File: config.mk
export PLATFORM = sky130hd
export DESIGN_NAME = adcc_conversion_control
export DESIGN_NICKNAME = d
export VERILOG_FILES = /design/src/adcc_conversion_control.v
export VERILOG_INCLUDE_DIRS = /design/src /design/src/src
export SDC_FILE = /design/constraint.sdc
export NUM_CORES = 1
export LEC_CHECK = 0
export BUFFER_PORTS_ARGS = -buffer_cell sky130_fd_sc_hd__clkbuf_2
export CORE_ASPECT_RATIO = 1.75
export CORE_MARGIN = 2
export CORE_UTILIZATION = 35
export CTS_BUF_LIST = sky130_fd_sc_hd__clkbuf_8
export DETAILED_ROUTE_END_ITERATION = 10
export GPL_TIMING_DRIVEN = 0
export PLACE_DENSITY = 0.51
export SETUP_SLACK_MARGIN = 0.5
export SLEW_MARGIN = 20
export SYNTH_ARGS = -nofsm -noshare
export SYNTH_HDL_FRONTEND = slang
export SYNTH_SLANG_ARGS = --single-unit
File: constraint.sdc
create_clock -name clk -period 4.8 [get_ports clk]
set_clock_uncertainty 0.15 [all_clocks]
set_input_delay 0 -clock clk [delete_from_list [all_inputs] [get_ports clk]]
set_output_delay 0 -clock clk [all_outputs]
set_load 0.05 [all_outputs]
File: src/adcc_map.vh
// Register map, field positions and timing counts of the converter control
`ifndef ADCC_MAP_VH
`define ADCC_MAP_VH

// ==========================================================================
// Register offsets (byte addresses on the register port)
`define ADCC_OFS_MAIN    8'h00
`define ADCC_OFS_ACCUM   8'h01
`define ADCC_OFS_REFCLK  8'h02
`define ADCC_OFS_DELAY   8'h03
`define ADCC_OFS_WINDOW  8'h04
`define ADCC_OFS_CMD     8'h08
`define ADCC_OFS_FLAGS   8'h0B
`define ADCC_OFS_RESLO   8'h10
`define ADCC_OFS_RESHI   8'h11

// ==========================================================================
// Reset value and writable-bit masks
`define ADCC_RST_CTRL    8'h00
`define ADCC_MSK_MAIN    8'h87
`define ADCC_MSK_ACCUM   8'h07
`define ADCC_MSK_REFCLK  8'h77
`define ADCC_MSK_DELAY   8'hFF
`define ADCC_MSK_WINDOW  8'h07

// ==========================================================================
// Field positions
`define ADCC_BIT_ENABLE  0
`define ADCC_BIT_FREE_RUNNING 1
`define ADCC_BIT_RESOLUTION_SELECT  2
`define ADCC_BIT_RUN_IN_STANDBY 7
`define ADCC_BIT_CAPSEL  6
`define ADCC_BIT_AUTODLY 4
`define ADCC_BIT_START   0
`define ADCC_BIT_RDY     0
`define ADCC_BIT_WIN     1

// ==========================================================================
// Reference and window-compare codes
`define ADCC_REF_INTERNAL 2'h0
`define ADCC_REF_SUPPLY   2'h1
`define ADCC_WIN_BELOW    3'h1
`define ADCC_WIN_ABOVE    3'h2
`define ADCC_WIN_INSIDE   3'h3
`define ADCC_WIN_OUTSIDE  3'h4

// ==========================================================================
// Start-up delays in converter-clock cycles
`define ADCC_INIT_DLY0   9'h000
`define ADCC_INIT_DLY16  9'h010
`define ADCC_INIT_DLY32  9'h020
`define ADCC_INIT_DLY64  9'h040
`define ADCC_INIT_DLY128 9'h080
`define ADCC_INIT_DLY256 9'h100

`endif

File: src/adcc_conversion_control.v
// Conversion sequencer and control registers of the 10-bit converter
//
// The implementer's own choice: strobed register access.
`timescale 1ns/1ps
`include "adcc_map.vh"
`default_nettype none

module adcc_conversion_control
(
    // Clock and reset
    input  wire        clk,
    input  wire        rst,
    // Register port
    input  wire [7:0]  regAddr,
    input  wire [7:0]  regWdata,
    input  wire        regWrite,
    input  wire        regRead,
    output reg  [7:0]  regRdata,
    // Sleep controller
    input  wire        standbySleep,
    input  wire        deepWake,
    // Window thresholds
    input  wire [15:0] windowLow,
    input  wire [15:0] windowHigh,
    // Analog core
    input  wire        coreDone,
    input  wire [9:0]  coreData,
    output reg         coreStart,
    output reg         sampleSwitchClosed,
    output reg         converterTick,
    output reg         converterActive,
    output reg  [1:0]  referenceSelect,
    output reg         sampleCapReduced,
    // Status
    output reg         resultReady,
    output reg         windowMatch,
    output reg  [15:0] resultValue
);

    // ======================================================================
    // States
    localparam [3:0] ST_IDLE  = 4'h1;
    localparam [3:0] ST_INIT  = 4'h2;
    localparam [3:0] ST_DELAY = 4'h4;
    localparam [3:0] ST_CONV  = 4'h8;

    // ======================================================================
    // Declarations
    reg  [7:0]  ctrlMain;
    reg  [7:0]  ctrlAccum;
    reg  [7:0]  ctrlRefClk;
    reg  [7:0]  ctrlDelay;
    reg  [7:0]  ctrlWindow;
    reg  [3:0]  state;
    reg  [7:0]  presCnt;
    reg  [8:0]  initCnt;
    reg  [3:0]  delayCnt;
    reg  [6:0]  samplesLeft;
    reg  [15:0] accum;
    reg         initPending;
    reg         enablePrev;
    reg         doneEvt;
    reg  [6:0]  sampleTarget;
    reg  [8:0]  initLen;
    reg         winHit;
    wire        enable;
    wire        active;
    wire        tick;
    wire [8:0]  presDiv;
    wire [7:0]  presMax;
    wire [15:0] sampleVal;
    wire [15:0] finalSum;
    wire        sampleDone;
    wire        lastSample;
    wire        startReq;
    wire        resRead;
    wire        wrFlags;
    wire        refToInternal;

    // ======================================================================
    // Enable and standby gating
    assign enable = ctrlMain[`ADCC_BIT_ENABLE];
    assign active = enable &&
        (!standbySleep || ctrlMain[`ADCC_BIT_RUN_IN_STANDBY]);

    // ======================================================================
    // Prescaler; counter compares with >= so a smaller divisor takes hold
    // at once instead of wrapping through 256 cycles
    assign presDiv = 9'h002 << ctrlRefClk[2:0];
    assign presMax = presDiv[7:0] - 8'h01;
    assign tick    = (presCnt >= presMax);

    always @(posedge clk)
    begin
        if (rst || !active)
            presCnt <= 8'h00;
        else if (tick)
            presCnt <= 8'h00;
        else
            presCnt <= presCnt + 8'h01;
    end

    // ======================================================================
    // Decoders for accumulation count and start-up delay
    always @*
    begin
        case (ctrlAccum[2:0])
            3'h1:    sampleTarget = 7'h02;
            3'h2:    sampleTarget = 7'h04;
            3'h3:    sampleTarget = 7'h08;
            3'h4:    sampleTarget = 7'h10;
            3'h5:    sampleTarget = 7'h20;
            3'h6:    sampleTarget = 7'h40;
            default: sampleTarget = 7'h01;  // Reserved acts as single
        endcase
    end

    // Reserved start-up codes take the longest delay, the safe side
    always @*
    begin
        case (ctrlDelay[7:5])
            3'h0:    initLen = `ADCC_INIT_DLY0;
            3'h1:    initLen = `ADCC_INIT_DLY16;
            3'h2:    initLen = `ADCC_INIT_DLY32;
            3'h3:    initLen = `ADCC_INIT_DLY64;
            3'h4:    initLen = `ADCC_INIT_DLY128;
            default: initLen = `ADCC_INIT_DLY256;
        endcase
    end

    // ======================================================================
    // Sample shaping and accumulation sum
    assign sampleVal = ctrlMain[`ADCC_BIT_RESOLUTION_SELECT] ?
        {8'h00, coreData[9:2]} :
        {6'h00, coreData};
    assign finalSum   = accum + sampleVal;
    assign sampleDone = (state == ST_CONV) && coreDone;
    assign lastSample = (samplesLeft == 7'h01);

    // ======================================================================
    // Window comparison on the completed sum
    always @*
    begin
        case (ctrlWindow[2:0])
            `ADCC_WIN_BELOW:   winHit = (finalSum < windowLow);
            `ADCC_WIN_ABOVE:   winHit = (finalSum > windowHigh);
            `ADCC_WIN_INSIDE:  winHit = (finalSum > windowLow) &&
                                        (finalSum < windowHigh);
            `ADCC_WIN_OUTSIDE: winHit = (finalSum < windowLow) ||
                                        (finalSum > windowHigh);
            default:           winHit = 1'b0;
        endcase
    end

    // ======================================================================
    // Bus decode strobes
    assign startReq = regWrite && (regAddr == `ADCC_OFS_CMD) &&
        regWdata[`ADCC_BIT_START] && active &&
        (state == ST_IDLE);
    assign resRead  = regRead && ((regAddr == `ADCC_OFS_RESLO) ||
        (regAddr == `ADCC_OFS_RESHI));
    assign wrFlags  = regWrite && (regAddr == `ADCC_OFS_FLAGS);
    assign refToInternal = regWrite && (regAddr == `ADCC_OFS_REFCLK) &&
        (regWdata[5:4] == `ADCC_REF_INTERNAL) &&
        (ctrlRefClk[5:4] != `ADCC_REF_INTERNAL);

    // ======================================================================
    // Control registers; software write wins over the auto increment
    always @(posedge clk)
    begin
        if (rst)
        begin
            ctrlMain   <= `ADCC_RST_CTRL;
            ctrlAccum  <= `ADCC_RST_CTRL;
            ctrlRefClk <= `ADCC_RST_CTRL;
            ctrlDelay  <= `ADCC_RST_CTRL;
            ctrlWindow <= `ADCC_RST_CTRL;
        end
        else
        begin
            if (regWrite && (regAddr == `ADCC_OFS_MAIN))
                ctrlMain <= regWdata & `ADCC_MSK_MAIN;
            if (regWrite && (regAddr == `ADCC_OFS_ACCUM))
                ctrlAccum <= regWdata & `ADCC_MSK_ACCUM;
            if (regWrite && (regAddr == `ADCC_OFS_REFCLK))
                ctrlRefClk <= regWdata & `ADCC_MSK_REFCLK;
            if (regWrite && (regAddr == `ADCC_OFS_WINDOW))
                ctrlWindow <= regWdata & `ADCC_MSK_WINDOW;
            if (regWrite && (regAddr == `ADCC_OFS_DELAY))
                ctrlDelay <= regWdata & `ADCC_MSK_DELAY;
            else if (sampleDone && ctrlDelay[`ADCC_BIT_AUTODLY])
                ctrlDelay[3:0] <= ctrlDelay[3:0] + 4'h1;
        end
    end

    // ======================================================================
    // Start-up delay request; a new cause in the consuming cycle wins
    always @(posedge clk)
    begin
        if (rst)
        begin
            enablePrev  <= 1'b0;
            initPending <= 1'b0;
        end
        else
        begin
            enablePrev <= enable;
            if ((enable && !enablePrev) || refToInternal || deepWake)
                initPending <= 1'b1;
            else if (startReq)
                initPending <= 1'b0;
        end
    end

    // ======================================================================
    // Conversion sequencer
    always @(posedge clk)
    begin
        if (rst || !active)
        begin
            state       <= ST_IDLE;
            initCnt     <= 9'h000;
            delayCnt    <= 4'h0;
            samplesLeft <= 7'h00;
            accum       <= 16'h0000;
            coreStart   <= 1'b0;
            doneEvt     <= 1'b0;
        end
        else
        begin
            coreStart <= 1'b0;
            doneEvt   <= 1'b0;
            case (state)
                ST_IDLE:
                begin
                    if (startReq)
                    begin
                        accum       <= 16'h0000;
                        samplesLeft <= sampleTarget;
                        if (initPending && (initLen != 9'h000))
                        begin
                            state   <= ST_INIT;
                            initCnt <= initLen;
                        end
                        else
                        begin
                            state     <= ST_CONV;
                            coreStart <= 1'b1;
                        end
                    end
                end
                ST_INIT:
                begin
                    if (tick)
                    begin
                        if (initCnt == 9'h001)
                        begin
                            state     <= ST_CONV;
                            coreStart <= 1'b1;
                        end
                        else
                            initCnt <= initCnt - 9'h001;
                    end
                end
                ST_DELAY:
                begin
                    if (tick)
                    begin
                        if (delayCnt == 4'h1)
                        begin
                            state     <= ST_CONV;
                            coreStart <= 1'b1;
                        end
                        else
                            delayCnt <= delayCnt - 4'h1;
                    end
                end
                ST_CONV:
                begin
                    if (coreDone)
                    begin
                        if (lastSample)
                        begin
                            doneEvt     <= 1'b1;
                            accum       <= 16'h0000;
                            samplesLeft <= sampleTarget;
                        end
                        else
                        begin
                            accum       <= finalSum;
                            samplesLeft <= samplesLeft - 7'h01;
                        end
                        if (lastSample &&
                            !ctrlMain[`ADCC_BIT_FREE_RUNNING])
                            state <= ST_IDLE;
                        else if (ctrlDelay[3:0] == 4'h0)
                        begin
                            state     <= ST_CONV;
                            coreStart <= 1'b1;
                        end
                        else
                        begin
                            state    <= ST_DELAY;
                            delayCnt <= ctrlDelay[3:0];
                        end
                    end
                end
                default:
                    state <= ST_IDLE;
            endcase
        end
    end

    // ======================================================================
    // Result capture
    always @(posedge clk)
    begin
        if (rst)
            resultValue <= 16'h0000;
        else if (sampleDone && lastSample)
            resultValue <= finalSum;
    end

    // ======================================================================
    // Flags; setting beats a same-cycle clear so no completion is lost
    always @(posedge clk)
    begin
        if (rst)
        begin
            resultReady <= 1'b0;
            windowMatch <= 1'b0;
        end
        else
        begin
            if (sampleDone && lastSample)
                resultReady <= 1'b1;
            else if (resRead || (wrFlags && regWdata[`ADCC_BIT_RDY]))
                resultReady <= 1'b0;
            if (sampleDone && lastSample && winHit)
                windowMatch <= 1'b1;
            else if (resRead || (wrFlags && regWdata[`ADCC_BIT_WIN]))
                windowMatch <= 1'b0;
        end
    end

    // ======================================================================
    // Core-facing levels, all registered
    always @(posedge clk)
    begin
        if (rst)
        begin
            converterTick      <= 1'b0;
            converterActive    <= 1'b0;
            referenceSelect    <= `ADCC_REF_INTERNAL;
            sampleCapReduced   <= 1'b0;
            sampleSwitchClosed <= 1'b0;
        end
        else
        begin
            converterTick    <= active && tick;
            converterActive  <= active;
            referenceSelect  <= ctrlRefClk[5:4];
            sampleCapReduced <= ctrlRefClk[`ADCC_BIT_CAPSEL];
            // Open in every state but an ongoing sample
            sampleSwitchClosed <= active && (state == ST_CONV) &&
                !coreDone;
        end
    end

    // ======================================================================
    // Read port; unmapped addresses read zero
    always @(posedge clk)
    begin
        if (rst)
            regRdata <= 8'h00;
        else if (regRead)
        begin
            if (regAddr == `ADCC_OFS_MAIN)
                regRdata <= ctrlMain;
            else if (regAddr == `ADCC_OFS_ACCUM)
                regRdata <= ctrlAccum;
            else if (regAddr == `ADCC_OFS_REFCLK)
                regRdata <= ctrlRefClk;
            else if (regAddr == `ADCC_OFS_DELAY)
                regRdata <= ctrlDelay;
            else if (regAddr == `ADCC_OFS_WINDOW)
                regRdata <= ctrlWindow;
            else if (regAddr == `ADCC_OFS_CMD)
                regRdata <= {7'h00, (state != ST_IDLE)};
            else if (regAddr == `ADCC_OFS_FLAGS)
                regRdata <= {6'h00, windowMatch, resultReady};
            else if (regAddr == `ADCC_OFS_RESLO)
                regRdata <= resultValue[7:0];
            else if (regAddr == `ADCC_OFS_RESHI)
                regRdata <= resultValue[15:8];
            else
                regRdata <= 8'h00;
        end
        else
            regRdata <= 8'h00;
    end

endmodule

`default_nettype wire

==> results.txt <==
----------------------------------------------------
[Timing]
  Worst Tran Pin Value ... 0.9548 ns
  Final setup vio count ... 0
  RSZ-0062 raised after global routing ... yes
  Maximum achievable frequency ... 0.2291 GHz
  Final number of max-transition violations ... 0
  Endpoints failing hold ... 0
  Post-route setup slack ... 0.4345 ns
  Final worst path period need ... 4.365 ns
  Slew HR ... 35.54%
  Period utilization ... 90.95%

[Route]
  Final routed wire length divided by cell count ... 18.17 um
  Number of optimization iterations in the first detailed-route pass ... 5
  Drt initial violations ... 338
  DRC violations left ... 0
  Via density ... 5.383
  Routed wire length ... 22.62 mm
  Count of nets left with antenna violations after detail routing ... 0
  Detailed-route via count ... 6702

[GRT]
  Maximum number of pins on one net before global-route repair ... 17
  Global-route wire length before repair ... 35.25 mm
  Total Routing Usage GR ... 22.56%
  Global route total overflow ... 0
  Via count of the first global-routing pass ... 6572
  Antenna violations before repair ... 0

[Logic synthesis]
  Count of unique library cells instantiated by Yosys ... 71
  Synth Register Bits ... 107
  Synthesized instance count ... 861
  Count leader, synth ... dfxtp_1
  Sequential share of the synthesized area ... 31.76%
  Leading cell types by total area after synthesis ... dfxtp_1 32%, ha_1 11%, nor2_1 5.8%
  Cell types with the highest counts after synthesis ... 107 x dfxtp_1, 105 x nor2_1, 86 x nand2_1
  Async SR Flop Fraction ... 0%
  Dominant cell type by area after synthesis ... dfxtp_1
  Syn_nets ... 985
  Avg Inst Size Synth ... 7.833 sq um
  Cell area after technology mapping ... 6744 sq um
  Ys Warns ... 0
  Count of flip-flops with a built-in enable after synthesis ... 0
  Top cell type's share of synthesized area ... 31.76%
  Most instantiated flip-flop cell in the synthesis netlist ... dfxtp_1

[Placement]
  Number of buffers added on ports ... 95
  Pre-CTS setup slack ... -0.4615 ns
  HPWL after detailed placement ... 17.87 mm
  Number of cells after detailed placement ... 1198
  Final estimated routing congestion in global placement ... 0.8794

[Run]
  Max-Cap Viols ... 0

[Worst setup path]
  Critical path data required time ... 4.89 ns
  Category of the critical setup timing path ... reg2reg
  Endpoint kind of the worst setup timing path ... flip-flop
  Cell count of the worst reg-to-reg path ... 21
  CP max FO ... 5
  Critical Path Source Type ... flip-flop
  Register-to-register path setup slack ... 0.43 ns
  Worst reg2reg path startpoint ... ctrlMain[2]
  Worst Path Arrival ... 4.45 ns
  Terminus of the critical flop-to-flop path ... windowMatch

[Pwr]
  Peak supply drop ... 0.0001160 V
  Share of total power in sequential cells ... 53.1%
  Fraction of power consumed by combinational cells ... 9.3%
  Clk network pwr share ... 37.6%
  Ratio of total power to cell area ... 201.4 nW/um^2
  Design internal power ... 0.001261 W
  Standby leakage power ... 3.347 nW
  Switching Fraction ... 24.65%
  Net Switching ... 0.0004124 W

[Final layout]
  Filler cells ... 1993
  Layout Nets ... 1125
  Fraction of layout cells with a size suffix above 1 ... 19.12%
  Fin cells ... 1245
  Number of diodes ... 0
  Layout Area Growth over Synthesis ... 23.23%
  End-of-flow core utilization ... 43.67%

[Clock network]
  Clock tree from TritonCTS ... built
  CTS Root Buffer Type ... clkbuf_8
  Clock tree sinks ... 107
  Number of buffers added by the clock tree synthesis step ... 9
  Clock latency on the worst-skew pair ... 0.39 ns
  Clock-pin slew reported for the worst setup and hold paths after clock tree synthesis ... 0.11 ns
  CTS HTree Levels ... 3
  Deepest clock path buffer count ... 2

[Floorplan]
  Initial cell density of the core ... 35.44%
  Total die area ... 20440 sq um
  Core Box Area ... 19030 sq um
  Count of boundary I/O pins ... 98
  Cell row count ... 67
  Die Span X ... 108.9 um
  Die Y ... 187.6 um

[Status]
  Result of the run ... complete, no violations

[Worst hold path]
  Hold Crit Depth ... 5
  Worst hold-check path type ... in2reg
  Hold path startpoint ... regAddr[6]
  Endpoint of the worst hold path ... resultReady

----------------------------------------------------
state kept, by name, summed over array words and instances (netlist names), 2 cells and up:
name / flops
accum: 16
resultValue: 16
initCnt: 9
ctrlDelay: 8
presCnt: 8
regRdata: 8
samplesLeft: 7
ctrlRefClk: 6
ctrlMain: 4
delayCnt: 4
state: 4
ctrlAccum: 3
ctrlWindow: 3
referenceSelect: 2
placed cells by master (no fill, tap or decap), types with 10 or more instances in the layout:
| cell | synthesis | layout |
|---|---|---|
| dfxtp_1 | 107 | 106 |
| inv_1 | 50 | 50 |
| clkbuf_1 | 29 | 28 |
| o21ai_0 | 43 | 42 |
| a22oi_1 | 11 | 11 |
| clkbuf_8 | 0 | 11 |
| dlygate4sd3_1 | 0 | 15 |
| mux2i_1 | 12 | 12 |
| nand2_1 | 86 | 85 |
| nor3_1 | 23 | 23 |
| nand3_1 | 45 | 45 |
| nor2_1 | 105 | 104 |
| buf_4 | 2 | 18 |
| a21oi_1 | 74 | 67 |
| nor2b_1 | 14 | 13 |
| buf_2 | 9 | 10 |
| clkbuf_2 | 0 | 95 |
| ha_1 | 58 | 55 |
stage by stage:
step / hold WS, ns / setup TNS [ns] / total power [W] / instance area, sq um
floorplan: -0.07069 / 0 / 0.0009827 / 6759
global placement: 0.1294 / -0.5013 / 0.001046 / 7536
detailed placement: 0.1326 / -0.4615 / 0.001046 / 7548
CTS: 0.01939 / 0 / 0.001690 / 8192
global route: 0.06507 / 0 / 0.001738 / 8310
finish: 0.02377 / 0 / 0.001673 / 8310
kinds of logic after synthesis:
| kind of cell | after synthesis | share of synthesized area [%] |
|---|---|---|
| AND/OR/NAND/NOR | 345 | 25.03 |
| adder cells (fa/ha/maj) | 59 | 11.06 |
| multiplexers | 20 | 3.117 |
| buffers and inverters | 92 | 5.399 |
| flip-flops | 107 | 31.76 |
| XOR/XNOR | 24 | 3.117 |
| AO/OA/AOI/OAI | 214 | 20.52 |
what timing repair did:
| item | in CTS | in global routing |
|---|---|---|
| pin swaps | 13 | 8 |
| hold endpoints to repair | 40 | 0 |
| hold buffers | 15 | 0 |
| buffers inserted | 14 | 3 |
| cloned | 1 | 0 |
| setup endpoints to repair | 1 | 1 |
| gates resized for setup | 26 | 19 |
critical path, cell delays in order, from the launching register on:
cell	delay [ns]
dfxtp_4	0.39
clkbuf_16	0.15
mux2_4	0.31
ha_4	0.17
fa_2	0.37
a21oi_4	0.20
nor2_4	0.06
o311ai_4	0.27
buf_6	0.16
nand2_2	0.09
xor2_4	0.19
ha_1	0.29
nand4_1	0.12
buf_4	0.16
buf_4	0.12
buf_4	0.12
buf_4	0.12
nor4_1	0.31
a21oi_1	0.11
nand3_1	0.10
and3_4	0.18
a221oi_2	0.05
power by group through the flow:
| stage | clock [W] | sequential, W | combinational, W |
|---|---|---|---|
| 6_report | 0.000629 | 0.000888 | 0.000156 |
| 5_1_grt | 0.000676 | 0.000889 | 0.000173 |
| 4_1_cts | 0.000648 | 0.000888 | 0.000153 |
| 3_5_place_dp | 0 | 0.000909 | 0.000137 |
| 3_3_place_gp | 0 | 0.000909 | 0.000137 |
| 2_1_floorplan | 0 | 0.000909 | 0.0000736 |
worst max-delay path by stage:
stage	start	slack [ns]	depth (start not counted)	endpoint
after floorplan	ctrlMain[2]	0.51	16	windowMatch
after global placement	ctrlMain[2]	-0.50	16	windowMatch
after detailed placement	ctrlMain[2]	-0.46	16	windowMatch
after CTS	ctrlMain[2]	0.28	18	windowMatch
after global routing	ctrlMain[2]	0.24	18	windowMatch
final	ctrlMain[2]	0.43	21	windowMatch
final cells by class:
type | count | area, sq um | area share (%)
buffer | 42 | 197.7 | 2.379
clock buffer | 10 | 137.6 | 1.656
clock inverter | 4 | 73.82 | 0.8883
inverter | 50 | 187.7 | 2.258
multi-input combinational | 662 | 4491 | 54.03
sequential | 107 | 2146 | 25.82
tap | 241 | 301.5 | 3.628
timing repair buffer | 129 | 775.7 | 9.335
layer usage:
metal / up-vias / global-route usage [%] / routed length (um)
li1: 3360 / - / -
met1: 3173 / 22.70 / 8298
met2: 138 / 44.98 / 12920
met3: 31 / 2.259 / 649
met4: 0 / 9.122 / 749
met5: - / 0 / 0
(Power assumes the default switching activity.)
